===== config.mk =====
export PLATFORM = sky130hd
export DESIGN_NAME = cgm_gain_mute_path
export DESIGN_NICKNAME = d
export VERILOG_FILES = /design/src/cgm_pkg.sv /design/src/cgm_gain_mute_path.sv
export SDC_FILE = /design/constraint.sdc
export NUM_CORES = 2
export LEC_CHECK = 0
export ABC_CLOCK_PERIOD_IN_PS = 15900
export BUFFER_PORTS_ARGS = -buffer_cell sky130_fd_sc_hd__buf_2
export CAP_MARGIN = 20
export CORE_ASPECT_RATIO = 1.5
export CORE_MARGIN = 2
export CORE_UTILIZATION = 30
export CTS_BUF_LIST = sky130_fd_sc_hd__clkbuf_8
export DETAILED_ROUTE_END_ITERATION = 6
export SYNTH_ARGS = -nofsm -noshare
export SYNTH_HDL_FRONTEND = slang
export SYNTH_SLANG_ARGS = --single-unit

===== constraint.sdc =====
create_clock -name clk -period 15.9 [get_ports clk]
set_input_delay 0.795 -clock clk [delete_from_list [all_inputs] [get_ports clk]]
set_output_delay 0.795 -clock clk [all_outputs]
set_load 0.03 [all_outputs]

===== src/cgm_pkg.sv =====
// Package for the codec gain and mute path: field widths, codes and counts.
// Assumes one 100 MHz clock and samples paced by a one-cycle frame strobe.
package cgm_pkg;
   localparam int          SAMPLE_W        = 16;
   localparam int          GAIN_W          = 5;
   // Gain codes: 0 is +12 dB, each step is 1.5 dB less, 31 is -34.5 dB.
   localparam logic [4:0]  GAIN_CODE_MAX   = 5'h1F;
   localparam logic [4:0]  GAIN_RESET      = 5'h08;
   localparam int          TIMEOUT_FRAMES  = 256;
   localparam int          TOUT_W          = 9;
   localparam int          COEF_W          = 16;
   localparam int          COEF_FRAC       = 12;
   // Pre-amplifier codes.
   localparam logic [1:0]  MIC_GAIN_RESET  = 2'h0;
   localparam logic [1:0]  LINE_GAIN_RESET = 2'h0;
   localparam logic [1:0]  LINE_GAIN_MAX   = 2'h2;
   localparam int          ATTEN_W         = 4;
   // High-pass pole: y = x - x1 + y1 - y1/2^HP_SHIFT, near 10 Hz at 8 kHz.
   localparam int          HP_SHIFT        = 7;
   localparam int          ACC_W           = 20;
endpackage : cgm_pkg


===== src/cgm_gain_mute_path.sv =====
// Digital level control between converters and the serial port.
// Assumes frameStrobe is a one-cycle pulse per sample on clk; samples are
// valid with it. Control bits come from registers outside and are synchronous.
`timescale 1ns/1ps
//////////////////////////////////////////////////////////////////////////////
// Overview of operation
// - Converted sample is a 16-bit two's complement value.
// - A digital gain follows the converter on receive.
// - Receive gain spans +12 dB to -34.5 dB in 1.5 dB steps.
// - Transmit gain spans +12 dB to -34.5 dB in 1.5 dB steps.
// - A new gain waits pending until the sample crosses zero.
// - After 256 frames without crossing, the pending gain applies.
// - Receive gain comes from the ADC volume setting.
// - Transmit gain comes from the DAC volume setting.
// - Microphone pre-gain 0, 10, 20 or 30 dB.
// - Line pre-gain 0, 10 or 20 dB.
// - Microphone pre-gain comes from micGain, line pre-gain from lineGain.
// - Microphone, line and handset are summed into one stream.
// - Each input has a mute bit removing it from the mix.
// - Line, speaker and handset outputs are each muted independently by their own bit.
// - Line out mutes on its bit and follows the analog attenuation.
// - High-pass near 10 Hz unless disabled, then passes to DC.
// - Left and right speakers mute separately.
// - One frame is one sample period for the timeout.
module cgm_gain_mute_path #(
   parameter int TIMEOUT = cgm_pkg::TIMEOUT_FRAMES
) (
   // Clock and reset
   input  wire logic                              clk,
   input  wire logic                              reset,
   // Frame pacing
   input  wire logic                              frameStrobe,
   // Input samples from the three sources
   input  wire logic signed [cgm_pkg::SAMPLE_W-1:0] micIn,
   input  wire logic signed [cgm_pkg::SAMPLE_W-1:0] lineIn,
   input  wire logic signed [cgm_pkg::SAMPLE_W-1:0] handsetIn,
   // Sample from the serial port for playback
   input  wire logic signed [cgm_pkg::SAMPLE_W-1:0] txSample,
   // Control bits
   input  wire logic [1:0]                        micGain,
   input  wire logic [1:0]                        lineGain,
   input  wire logic                              micMute,
   input  wire logic                              lineInMute,
   input  wire logic                              handsetInMute,
   input  wire logic [cgm_pkg::GAIN_W-1:0]         adcVolume,
   input  wire logic [cgm_pkg::GAIN_W-1:0]         dacVolume,
   input  wire logic                              highpassDisable,
   input  wire logic                              lineOutMute,
   input  wire logic                              speakerLeftMute,
   input  wire logic                              speakerRightMute,
   input  wire logic                              handsetOutMute,
   input  wire logic [cgm_pkg::ATTEN_W-1:0]        analogAtten,
   // Outputs
   output logic signed [cgm_pkg::SAMPLE_W-1:0]    rxSample,
   output logic signed [cgm_pkg::SAMPLE_W-1:0]    lineOut,
   output logic signed [cgm_pkg::SAMPLE_W-1:0]    speakerLeftOut,
   output logic signed [cgm_pkg::SAMPLE_W-1:0]    speakerRightOut,
   output logic signed [cgm_pkg::SAMPLE_W-1:0]    handsetOut,
   output logic [cgm_pkg::GAIN_W-1:0]             rxGainApplied,
   output logic [cgm_pkg::GAIN_W-1:0]             txGainApplied
);
   import cgm_pkg::*;

   typedef struct packed {
      logic signed [ACC_W-1:0]    hpX;
      logic signed [ACC_W-1:0]    hpY;
      logic signed [SAMPLE_W-1:0] rxLast;
      logic signed [SAMPLE_W-1:0] txLast;
      logic [GAIN_W-1:0]          rxGain;
      logic [GAIN_W-1:0]          txGain;
      logic [TOUT_W-1:0]          rxCount;
      logic [TOUT_W-1:0]          txCount;
      logic signed [SAMPLE_W-1:0] rxOut;
      logic signed [SAMPLE_W-1:0] line_out;
      logic signed [SAMPLE_W-1:0] spkL;
      logic signed [SAMPLE_W-1:0] spkR;
      logic signed [SAMPLE_W-1:0] hsO;
   } cgm_state_type;

   cgm_state_type state_q;
   cgm_state_type state_d;

   //////////////////////////////////////////////////////////////////////////
   // Gain in Q4.12 for code c: 4.0 times 10^(-1.5 c / 20).
   function automatic logic [COEF_W-1:0] cgm_gain_coef(input logic [GAIN_W-1:0] c);
      logic [COEF_W-1:0] base;
      logic [COEF_W-1:0] t;
      base = 16'h0000;
      unique case (c[1:0])
         // Code 0 is rounded to exactly 4.0 so that code 8 is an exact unity gain.
         2'h0: base = 16'h4000;
         2'h1: base = 16'h35C6;
         2'h2: base = 16'h2D6B;
         2'h3: base = 16'h2666;
      endcase
      // Every four steps is -6 dB, a halving.
      t = base >> c[4:2];
      return t;
   endfunction : cgm_gain_coef

   // Saturating scale by a Q4.12 factor.
   function automatic logic signed [SAMPLE_W-1:0] cgm_scale(
      input logic signed [ACC_W-1:0] x, input logic [COEF_W-1:0] k);
      logic signed [ACC_W+COEF_W:0] p;
      logic signed [ACC_W+COEF_W:0] s;
      p = x * $signed({1'b0, k});
      s = p >>> COEF_FRAC;
      if (s > 32767)
         return 16'sh7FFF;
      else if (s < -32768)
         return 16'sh8000;
      else
         return s[SAMPLE_W-1:0];
   endfunction : cgm_scale

   function automatic logic cgm_cross(input logic signed [SAMPLE_W-1:0] a,
                                       input logic signed [SAMPLE_W-1:0] b);
      return (b == 16'sh0000) || (a[SAMPLE_W-1] != b[SAMPLE_W-1]);
   endfunction : cgm_cross

   //////////////////////////////////////////////////////////////////////////
   logic signed [ACC_W-1:0]    micAmp;
   logic signed [ACC_W-1:0]    lineAmp;
   logic signed [ACC_W-1:0]    mix;
   logic signed [ACC_W-1:0]    hpNext;
   logic signed [SAMPLE_W-1:0] adcWord;
   logic signed [SAMPLE_W-1:0] rxScaled;
   logic signed [SAMPLE_W-1:0] txScaled;
   logic signed [SAMPLE_W-1:0] lineAtt;
   logic                       rxPend;
   logic                       txPend;
   logic                       rxCross;
   logic                       txCross;

   always_comb begin
      state_d = state_q;
      // Each pre-gain selection comes from its own control input, micGain or lineGain.
      // Microphone pre-gain, about 3.16x per 10 dB.
      unique case (micGain)
         2'h0: micAmp = ACC_W'(micIn);
         2'h1: micAmp = ACC_W'((ACC_W'(micIn) * 20'sd202) >>> 6);
         2'h2: micAmp = ACC_W'(micIn) * 20'sd10;
         2'h3: micAmp = ACC_W'((ACC_W'(micIn) * 20'sd2023) >>> 6);
      endcase
      // Line pre-gain; the unused fourth code acts as 20 dB.
      unique case (lineGain)
         2'h0: lineAmp = ACC_W'(lineIn);
         2'h1: lineAmp = ACC_W'((ACC_W'(lineIn) * 20'sd202) >>> 6);
         default: lineAmp = ACC_W'(lineIn) * 20'sd10;
      endcase
      // Mono mix. Muted inputs drop out.
      mix = (micMute ? '0 : micAmp) + (lineInMute ? '0 : lineAmp)
          + (handsetInMute ? '0 : ACC_W'(handsetIn));
      // One-pole DC blocker, bypassed when disabled.
      hpNext = ACC_W'(mix - ACC_W'(state_q.hpX) + state_q.hpY
             - (state_q.hpY >>> HP_SHIFT));
      // Converter word is 16-bit signed, clipped at full scale.
      adcWord = cgm_scale(highpassDisable ? mix : hpNext, 16'h1000);
      rxScaled = cgm_scale(ACC_W'(adcWord), cgm_gain_coef(state_q.rxGain));
      txScaled = cgm_scale(ACC_W'(txSample), cgm_gain_coef(state_q.txGain));
      // Analog attenuation modelled as 6 dB-ish halvings per 4 codes.
      lineAtt = txScaled >>> analogAtten[3:2];
      // Pending when the setting differs from the applied.
      rxPend = adcVolume != state_q.rxGain;
      txPend = dacVolume != state_q.txGain;
      rxCross = cgm_cross(state_q.rxLast, adcWord);
      txCross = cgm_cross(state_q.txLast, txSample);
      if (frameStrobe) begin
         // The filter must remember its own input, not its output, or DC is
         // amplified instead of removed. Its input keeps tracking while bypassed; its output is held at zero.
         state_d.hpX = mix;
         state_d.hpY = highpassDisable ? '0 : hpNext;
         state_d.rxLast = adcWord;
         state_d.txLast = txSample;
         // Apply on crossing or frame timeout.
         if (rxPend && (rxCross || state_q.rxCount == TOUT_W'(TIMEOUT - 1))) begin
            state_d.rxGain = adcVolume;
            state_d.rxCount = '0;
         end else if (rxPend)
            state_d.rxCount = state_q.rxCount + 1'b1;
         else
            state_d.rxCount = '0;
         if (txPend && (txCross || state_q.txCount == TOUT_W'(TIMEOUT - 1))) begin
            state_d.txGain = dacVolume;
            state_d.txCount = '0;
         end else if (txPend)
            state_d.txCount = state_q.txCount + 1'b1;
         else
            state_d.txCount = '0;
         state_d.rxOut = rxScaled;
         state_d.line_out = lineOutMute ? '0 : lineAtt;
         state_d.spkL = speakerLeftMute ? '0 : txScaled;
         state_d.spkR = speakerRightMute ? '0 : txScaled;
         state_d.hsO = handsetOutMute ? '0 : txScaled;
      end
   end

   always_ff @(posedge clk) begin
      if (reset) begin
         state_q <= '0;
         state_q.rxGain <= GAIN_RESET;
         state_q.txGain <= GAIN_RESET;
      end else begin
         state_q <= state_d;
      end
   end

   assign rxSample        = state_q.rxOut;
   assign lineOut         = state_q.line_out;
   assign speakerLeftOut  = state_q.spkL;
   assign speakerRightOut = state_q.spkR;
   assign handsetOut      = state_q.hsO;
   assign rxGainApplied   = state_q.rxGain;
   assign txGainApplied   = state_q.txGain;

   //////////////////////////////////////////////////////////////////////////
   // Pending gain never waits past the timeout.
   a_rx_timeout_bound: assert property (@(posedge clk) disable iff (reset)
      state_q.rxCount < TOUT_W'(TIMEOUT)) else $error("rx gain timeout overrun");
   a_tx_timeout_bound: assert property (@(posedge clk) disable iff (reset)
      state_q.txCount < TOUT_W'(TIMEOUT)) else $error("tx gain timeout overrun");
   a_rx_gain_cross: assert property (@(posedge clk) disable iff (reset)
      frameStrobe && rxPend && !rxCross && state_q.rxCount != TOUT_W'(TIMEOUT - 1)
      |=> $stable(rxGainApplied)) else $error("rx gain changed without crossing");
   a_tx_gain_cross: assert property (@(posedge clk) disable iff (reset)
      frameStrobe && txPend && txCross |=> txGainApplied == $past(dacVolume))
      else $error("tx gain not applied on crossing");
   a_line_mute: assert property (@(posedge clk) disable iff (reset)
      frameStrobe && lineOutMute |=> lineOut == 16'sh0000) else $error("line not muted");
   a_spk_left_mute: assert property (@(posedge clk) disable iff (reset)
      frameStrobe && speakerLeftMute |=> speakerLeftOut == 16'sh0000)
      else $error("left speaker not muted");
   a_spk_right_mute: assert property (@(posedge clk) disable iff (reset)
      frameStrobe && speakerRightMute |=> speakerRightOut == 16'sh0000)
      else $error("right speaker not muted");
   a_hs_out_mute: assert property (@(posedge clk) disable iff (reset)
      frameStrobe && handsetOutMute |=> handsetOut == 16'sh0000)
      else $error("handset out not muted");
   a_mix_all_muted: assert property (@(posedge clk) disable iff (reset)
      micMute && lineInMute && handsetInMute |-> mix == '0) else $error("mix not silent");
   a_gain_unity_pass: assert property (@(posedge clk) disable iff (reset)
      frameStrobe && state_q.txGain == GAIN_RESET && !speakerLeftMute
      |=> speakerLeftOut == $past(txSample)) else $error("0 dB not unity");

   //////////////////////////////////////////////////////////////////////////
   // Gain application, counters and output paths checked frame by frame.
   a_rx_gain_apply: assert property (@(posedge clk) disable iff (reset)
      frameStrobe && rxPend && rxCross |=> rxGainApplied == $past(adcVolume))
      else $error("rx gain not applied on crossing");
   a_tx_gain_hold: assert property (@(posedge clk) disable iff (reset)
      frameStrobe && txPend && !txCross && state_q.txCount != TOUT_W'(TIMEOUT - 1)
      |=> $stable(txGainApplied)) else $error("tx gain changed without crossing");
   a_rx_timeout_apply: assert property (@(posedge clk) disable iff (reset)
      frameStrobe && rxPend && state_q.rxCount == TOUT_W'(TIMEOUT - 1)
      |=> rxGainApplied == $past(adcVolume)) else $error("rx gain not forced");
   a_tx_timeout_apply: assert property (@(posedge clk) disable iff (reset)
      frameStrobe && txPend && state_q.txCount == TOUT_W'(TIMEOUT - 1)
      |=> txGainApplied == $past(dacVolume)) else $error("tx gain not forced");
   a_rx_count_clear: assert property (@(posedge clk) disable iff (reset)
      frameStrobe && !rxPend |=> state_q.rxCount == '0) else $error("rx count kept");
   a_tx_count_clear: assert property (@(posedge clk) disable iff (reset)
      frameStrobe && !txPend |=> state_q.txCount == '0) else $error("tx count kept");
   a_gain_idle_hold: assert property (@(posedge clk) disable iff (reset)
      !frameStrobe |=> $stable(rxGainApplied) && $stable(txGainApplied))
      else $error("gain changed between frames");
   a_count_idle_hold: assert property (@(posedge clk) disable iff (reset)
      !frameStrobe |=> $stable(state_q.rxCount) && $stable(state_q.txCount))
      else $error("timeout counted between frames");
   a_out_idle_hold: assert property (@(posedge clk) disable iff (reset)
      !frameStrobe |=> $stable(rxSample) && $stable(speakerLeftOut))
      else $error("sample changed between frames");
   a_rx_zero_cross: assert property (@(posedge clk) disable iff (reset)
      frameStrobe && rxPend && adcWord == 16'sh0000 |=> rxGainApplied == $past(adcVolume))
      else $error("rx zero sample not a crossing");
   a_tx_zero_cross: assert property (@(posedge clk) disable iff (reset)
      frameStrobe && txPend && txSample == 16'sh0000 |=> txGainApplied == $past(dacVolume))
      else $error("tx zero sample not a crossing");
   a_reset_gains: assert property (@(posedge clk)
      reset |=> rxGainApplied == GAIN_RESET && txGainApplied == GAIN_RESET)
      else $error("gain not at reset value");
   a_spk_pair_equal: assert property (@(posedge clk) disable iff (reset)
      frameStrobe && !speakerLeftMute && !speakerRightMute
      |=> speakerLeftOut == speakerRightOut) else $error("speaker pair differs");
   a_hs_out_path: assert property (@(posedge clk) disable iff (reset)
      frameStrobe && !handsetOutMute && !speakerLeftMute
      |=> handsetOut == speakerLeftOut) else $error("handset out differs");
   a_line_out_path: assert property (@(posedge clk) disable iff (reset)
      frameStrobe && !lineOutMute && !speakerRightMute && analogAtten[3:2] == 2'h0
      |=> lineOut == speakerRightOut) else $error("line out differs");
   a_mix_handset_only: assert property (@(posedge clk) disable iff (reset)
      micMute && lineInMute && !handsetInMute |-> mix == ACC_W'(handsetIn))
      else $error("handset mix wrong");
   a_mix_mic_only: assert property (@(posedge clk) disable iff (reset)
      !micMute && lineInMute && handsetInMute && micGain == 2'h0 |-> mix == ACC_W'(micIn))
      else $error("mic mix wrong");
   a_hp_bypass: assert property (@(posedge clk) disable iff (reset)
      frameStrobe && highpassDisable |=> state_q.hpY == '0) else $error("filter not bypassed");
endmodule : cgm_gain_mute_path


Yosys cells after proc, flatten, opt, wreduce, memory -nomap -nowiden --
Index checks and enable logic that the tools add are counted.
Word-level totals: latch bits 0, input bits 93, memories kept 0, memory bits (read-only) 0, RAM bits 0, flip-flop bits (word level) 180, word-level logic and storage cells 89, output and inout bits 90
Cells by class: order comparisons 6, add/sub/neg operators 7, mux-type cells 23, reductions and logical operators 14, bitwise logic cells 0, multiply operators 7, div/mod/pow operators 0, shifts and indexed selects 3, equality and inequality tests 16
Operators by type and width (count):
- 16-bit 2-to-1 mux | 10
- 16-bit case mux with 4 select lines | 2
- 20-bit 2-to-1 mux | 5
- 20-bit case mux with 4 select lines | 1
- 16-bit by 17-bit multiplier with 33-bit output | 2
- 20-bit adder | 3
- 21-bit by 16-bit greater-than comparator with 1-bit output, second input constant | 2
- 21-bit by 16-bit less-than comparator with 1-bit output, second input constant | 2
- 20-bit case mux with 2 select lines | 1
- 16-bit by 4-bit multiplier with 19-bit output, second input constant | 2
- 16-bit by 8-bit multiplier with 19-bit output, second input constant | 2
- 9-bit 2-to-1 mux | 4
- 16-bit zero test | 2
- 16-bit by 3-bit >> shifter with 16-bit output | 2
- 20-bit by 16-bit greater-than comparator with 1-bit output, second input constant | 1
- 20-bit by 16-bit less-than comparator with 1-bit output, second input constant | 1
- 16-bit by 12-bit multiplier with 20-bit output, second input constant | 1
- 20-bit by 13-bit subtractor with 20-bit output | 1
- 20-bit subtractor | 1
- 9-bit by 1-bit adder with 9-bit output, second input constant | 2
- 9-bit by 8-bit equality test with 1-bit output, second input constant | 2
- 16-bit by 2-bit >>> shifter with 16-bit output | 1
- 2-bit equality test, second input constant | 6
- 5-bit != test | 2
- other kinds (6) | 18

Longest topological paths before layout --
word-level depth 17, mapped depth 79

Worst setup path before layout --
No wires, ideal clock.
path kind in2reg, start point in micIn[6] in the netlist's numbering, end point reg state_q, in the netlist rxSample[5], data arrival time 17.237 ns, stages 73, path buffers 5, path slack -1.398 ns, cell sequence inv_1 fa_1 fa_1 inv_1 fa_1 fa_1 inv_1 fa_1 inv_1 ha_1 and3_1 o211a_1 nand2b_1 a21o_1 a21oi_1 nor2b_1 o21a_1 nor3_1 (+37 left out) inv_1 ha_1 clkbuf_1 a21o_1 a21o_1 a21oi_1 o21ai_0 a21o_1 a21o_1 a21o_1 a21oi_1 o21ai_1 o211a_1 mux2i_1 nand4_1 a41oi_1 clkbuf_1 a221o_1
On the way: longest elaborated chain between the ends 16
Ends and longest elaborated chain:
- from (decl) | RTL line cgm_gain_mute_path.sv:34 | input wire logic signed [cgm_pkg::SAMPLE_W-1:0] micIn,
- 16-bit by 12-bit multiplier with 20-bit output, or another cell as far along | RTL line cgm_gain_mute_path.sv:143 | 2'h3: micAmp = ACC_W'((ACC_W'(micIn) * 20'sd2023) >>> 6);
- 20-bit case mux with 4 select lines (*) | RTL line cgm_gain_mute_path.sv:139 | unique case (micGain)
- 20-bit 2-to-1 mux (*) | RTL line cgm_gain_mute_path.sv:152 | mix = (micMute ? '0 : micAmp) + (lineInMute ? '0 : lineAmp)
- 20-bit adder (*) | RTL line cgm_gain_mute_path.sv:152
- 20-bit adder (*) | RTL line cgm_gain_mute_path.sv:153 | + (handsetInMute ? '0 : ACC_W'(handsetIn));
- net mix[13] | RTL line cgm_gain_mute_path.sv:124 | logic signed [ACC_W-1:0] mix;
- 20-bit subtractor | RTL line cgm_gain_mute_path.sv:155 | hpNext = ACC_W'(mix - ACC_W'(state_q.hpX) + state_q.hpY
- 20-bit adder | RTL line cgm_gain_mute_path.sv:155
- 20-bit by 13-bit subtractor with 20-bit output | RTL line cgm_gain_mute_path.sv:156 | - (state_q.hpY >>> HP_SHIFT));
- 20-bit 2-to-1 mux (*) | RTL line cgm_gain_mute_path.sv:158 | adcWord = cgm_scale(highpassDisable ? mix : hpNext, 16'h1000);
- 20-bit by 16-bit less-than comparator with 1-bit output | RTL line cgm_gain_mute_path.sv:110 | else if (s < -32768)
- 16-bit 2-to-1 mux | RTL line cgm_gain_mute_path.sv:110
- 16-bit 2-to-1 mux (*) | RTL line cgm_gain_mute_path.sv:108 | if (s > 32767)
- 16-bit by 17-bit multiplier with 33-bit output (*) | RTL line cgm_gain_mute_path.sv:106 | p = x * $signed({1'b0, k});
- 21-bit by 16-bit less-than comparator with 1-bit output | RTL line cgm_gain_mute_path.sv:110
- 16-bit 2-to-1 mux | RTL line cgm_gain_mute_path.sv:110
- 16-bit 2-to-1 mux (*) | RTL line cgm_gain_mute_path.sv:108
- to (signal assigned) | RTL line cgm_gain_mute_path.sv:204 | state_q <= state_d;
- to (decl) | RTL line cgm_gain_mute_path.sv:80 | cgm_state_type state_q;
Mark *: on every way through the listed nets, which the timed path passes. The rest lies on a longest branch. A chain may end at the register's enable or synchronous reset.

Worst setup path in the final report --
start point in micIn[6] in the netlist's numbering, end point reg state_q, in the netlist rxSample[10]
Same word-level chain as after synthesis.

==> out/metrics.csv <==
metric,value,unit
Slew headroom,27.3,%
Global Route Usage Sum,17.7,%
CORE AREA,120000,um^2
Die ar.,124000,um^2
final worst setup slack,-0.0167,ns
fill count,12500,
DRT antenna net count,0,
Seq cells post-synth,150,
H-tree levels,4,
clock buffer depth,2,
clk_skew,0.0292,ns
Inst Count DP,6202,
"EDFF count, synth",0,
Synth Area per Inst,8.40,um^2
share of layout cells above drive strength 1,16.8,%
Max Fclk,62.8,MHz
DIE HEIGHT,430,um
# rows,156,
sequential area share after synthesis,8.28,%
synth warn,0,
r2r worst-path depth,31,
distinct cell type count after synthesis,85,
Die Wd,288,um
setup violators final,7,
crit-path max cell delay,0.59,ns
initial drt markers,1307,
crit path launch type,input pin,
Layout area overhead,16.2,%
Worst EP required,16.43,ns
Worst Hold Class,in2reg,
met1 Usage GRT,18.1,%
Final Hold Vio Count,0,
total congestion overflow,0,
Initial Util,30.1,%
most frequent cells in the layout,"787 x inv_1, 514 x fa_1, 476 x ha_1",
Finished Layout Cells,6273,
pin count of the biggest net entering global routing,71,
Crit path top cell by count,fa_1,
met2 usage,34.8,%
cts bufs inserted,17,
RSZ-0062 raised after global routing,true,
RR Startpoint,txGainApplied[2],
hold_sp,adcVolume[3],
critical-path maximum fanout,7,
DP Area,41000,um^2
Worst Hold Path EP,rxGainApplied[3],
Routability Congestion,0.895,
clock latency on the worst-skew pair,0.59,ns
status,"complete, but fails checks",
Synth async-reset ratio,0,%
root cell of the clock tree,clkbuf_8,
vias in the first global route,32700,
hpwl dp,88900,um
drt drc,0,
Total Wirelength,107000,um
Critical Path AT,16.44,ns
CTS tree,built,
Reg area,3000,um^2
Critical R2R Capture,speakerLeftOut[0],
routed len/inst,17.1,um
failing checks,setup timing,
GR Util met3,1.76,%
Setup CP Type,in2reg,
Syn Std Cell Area,36200,um^2
min Tclk post-route,15.92,ns
R2R Setup Slk,4.84,ns
via count,30600,
"leading cell type in the layout, fill and taps excluded",inv_1,
Multi-input gate area,29700,um^2
max_cap viols,0,
io pins,183,
hold buffers post-CTS,0,
Worst-path clk slew,0.11,ns
synthesized net count,5419,
Slew @ Worst Pin,1.08,ns
Avg Vias per Cell,4.89,
hold depth,2,
port bufs,180,
critical path's slowest cell,fa_2,
GRT busiest layer,met2,
cells after synthesis,4313,
first-pass GRT wire length,171000,um
post-route cell area,42100,um^2
initial antenna violation count,9,
"Slew Viols, Final",0,
final worst-path cycle share,100,%
Most used DFF post-synth,dfxtp_1,
First-pass DRT Iterations,5,
CP Capture Type,flip-flop,
post-layout util,35.0,%
setup_tns,-0.0467,ns
Clock Sink Count,150,
final net count,5779,
-- Yosys cell counts, types with 23 or more instances --
master	n	share of area [%]
o21ai_0	144	2.0
or2_2	23	0.40
xor2_1	50	1.2
xnor2_1	111	2.7
fa_1	525	29
a31oi_1	30	0.52
nor3_1	47	0.65
nand2_1	354	3.7
buf_4	90	1.9
a21o_1	57	1.2
nor2b_1	38	0.66
a22oi_1	53	1.1
nand2b_1	72	1.2
and2_1	93	1.6
nor2_1	377	3.9
nand3_1	39	0.54
clkbuf_1	125	1.3
and3_1	34	0.59
mux2i_1	56	1.5
a211oi_1	29	0.60
ha_1	488	17
dfxtp_1	150	8.3
inv_1	799	8.3
a21oi_1	212	2.9
o21a_1	38	0.79
-- layout make-up --
type | instances | area share, %
diodes | 7 | 0.0416
clock buffers | 17 | 0.556
clock inverters | 15 | 0.425
inverters | 800 | 7.15
multi-input cells | 3123 | 70.4
flip-flops and latches | 150 | 7.13
well taps | 1580 | 4.70
repair buffers | 581 | 9.56
-- routing by layer --
| metal | share of wire (%) | routed length [um] | vias to the layer above |
|---|---|---|---|
| li1 | - | - | 14500 |
| met1 | 36 | 38700 | 15200 |
| met2 | 55 | 58900 | 678 |
| met3 | 3.6 | 3850 | 249 |
| met4 | 5.6 | 5990 | 4 |
| met5 | 0.018 | 19 | - |
-- state kept, by name, summed over array words and instances (netlist names) --
register         flops
rxSample            16
txGainApplied        5
speakerRightOut     16
state_q             60
speakerLeftOut      16
handsetOut          16
lineOut             16
rxGainApplied        5
-- timing repair --
item | CTS | global route
buffers inserted | 13 | 15
gates resized for setup | 41 | 54
gates cloned | 2 | 1
pin swaps | 25 | 36
endpoints found under the setup margin | 16 | 16
-- metrics by stage --
step	hold slack [ns]	worst slack, ns
global placement	0.449	-0.803
floorplan	0.421	-0.157
CTS	0.396	0.0138
detailed placement	0.451	-1.02
global route	0.423	-0.664
finish	0.450	-0.0167
-- cell families after synthesis --
logic type	share of synthesized area, %
AND/OR/NAND/NOR	14.6
flip-flops	8.28
adder cells (fa/ha/maj)	45.8
buffers and inverters	11.8
AO/OA/AOI/OAI	12.9
XOR/XNOR	3.96
multiplexers	2.66
-- worst max path at each step --
stage,slack [ns],end,cells past startpoint,start
global route,-0.66,rxSample[12],72,micIn[6]
global placement,-0.80,rxSample[14],72,micIn[6]
CTS,0.01,rxSample[8],72,micIn[4]
floorplan,-0.16,rxSample[14],72,micIn[6]
detailed placement,-1.02,rxSample[12],68,micIn[6]
finish,-0.02,rxSample[10],71,micIn[6]
-- critical path, delay by kind of cell --
family	cells	cell delay, ns
xor gates and xnor gates	3	0.47
adders and majority gates	17	7.34
and+or+nand+nor	13	1.73
AOI/OAI and AO/OA	22	4.15
buffers and inverters	15	1.34
muxes	1	0.53
Power is left out: the tool's default activity adds up to more than one toggle a clock period on the data nets, which glitch-free logic cannot reach.
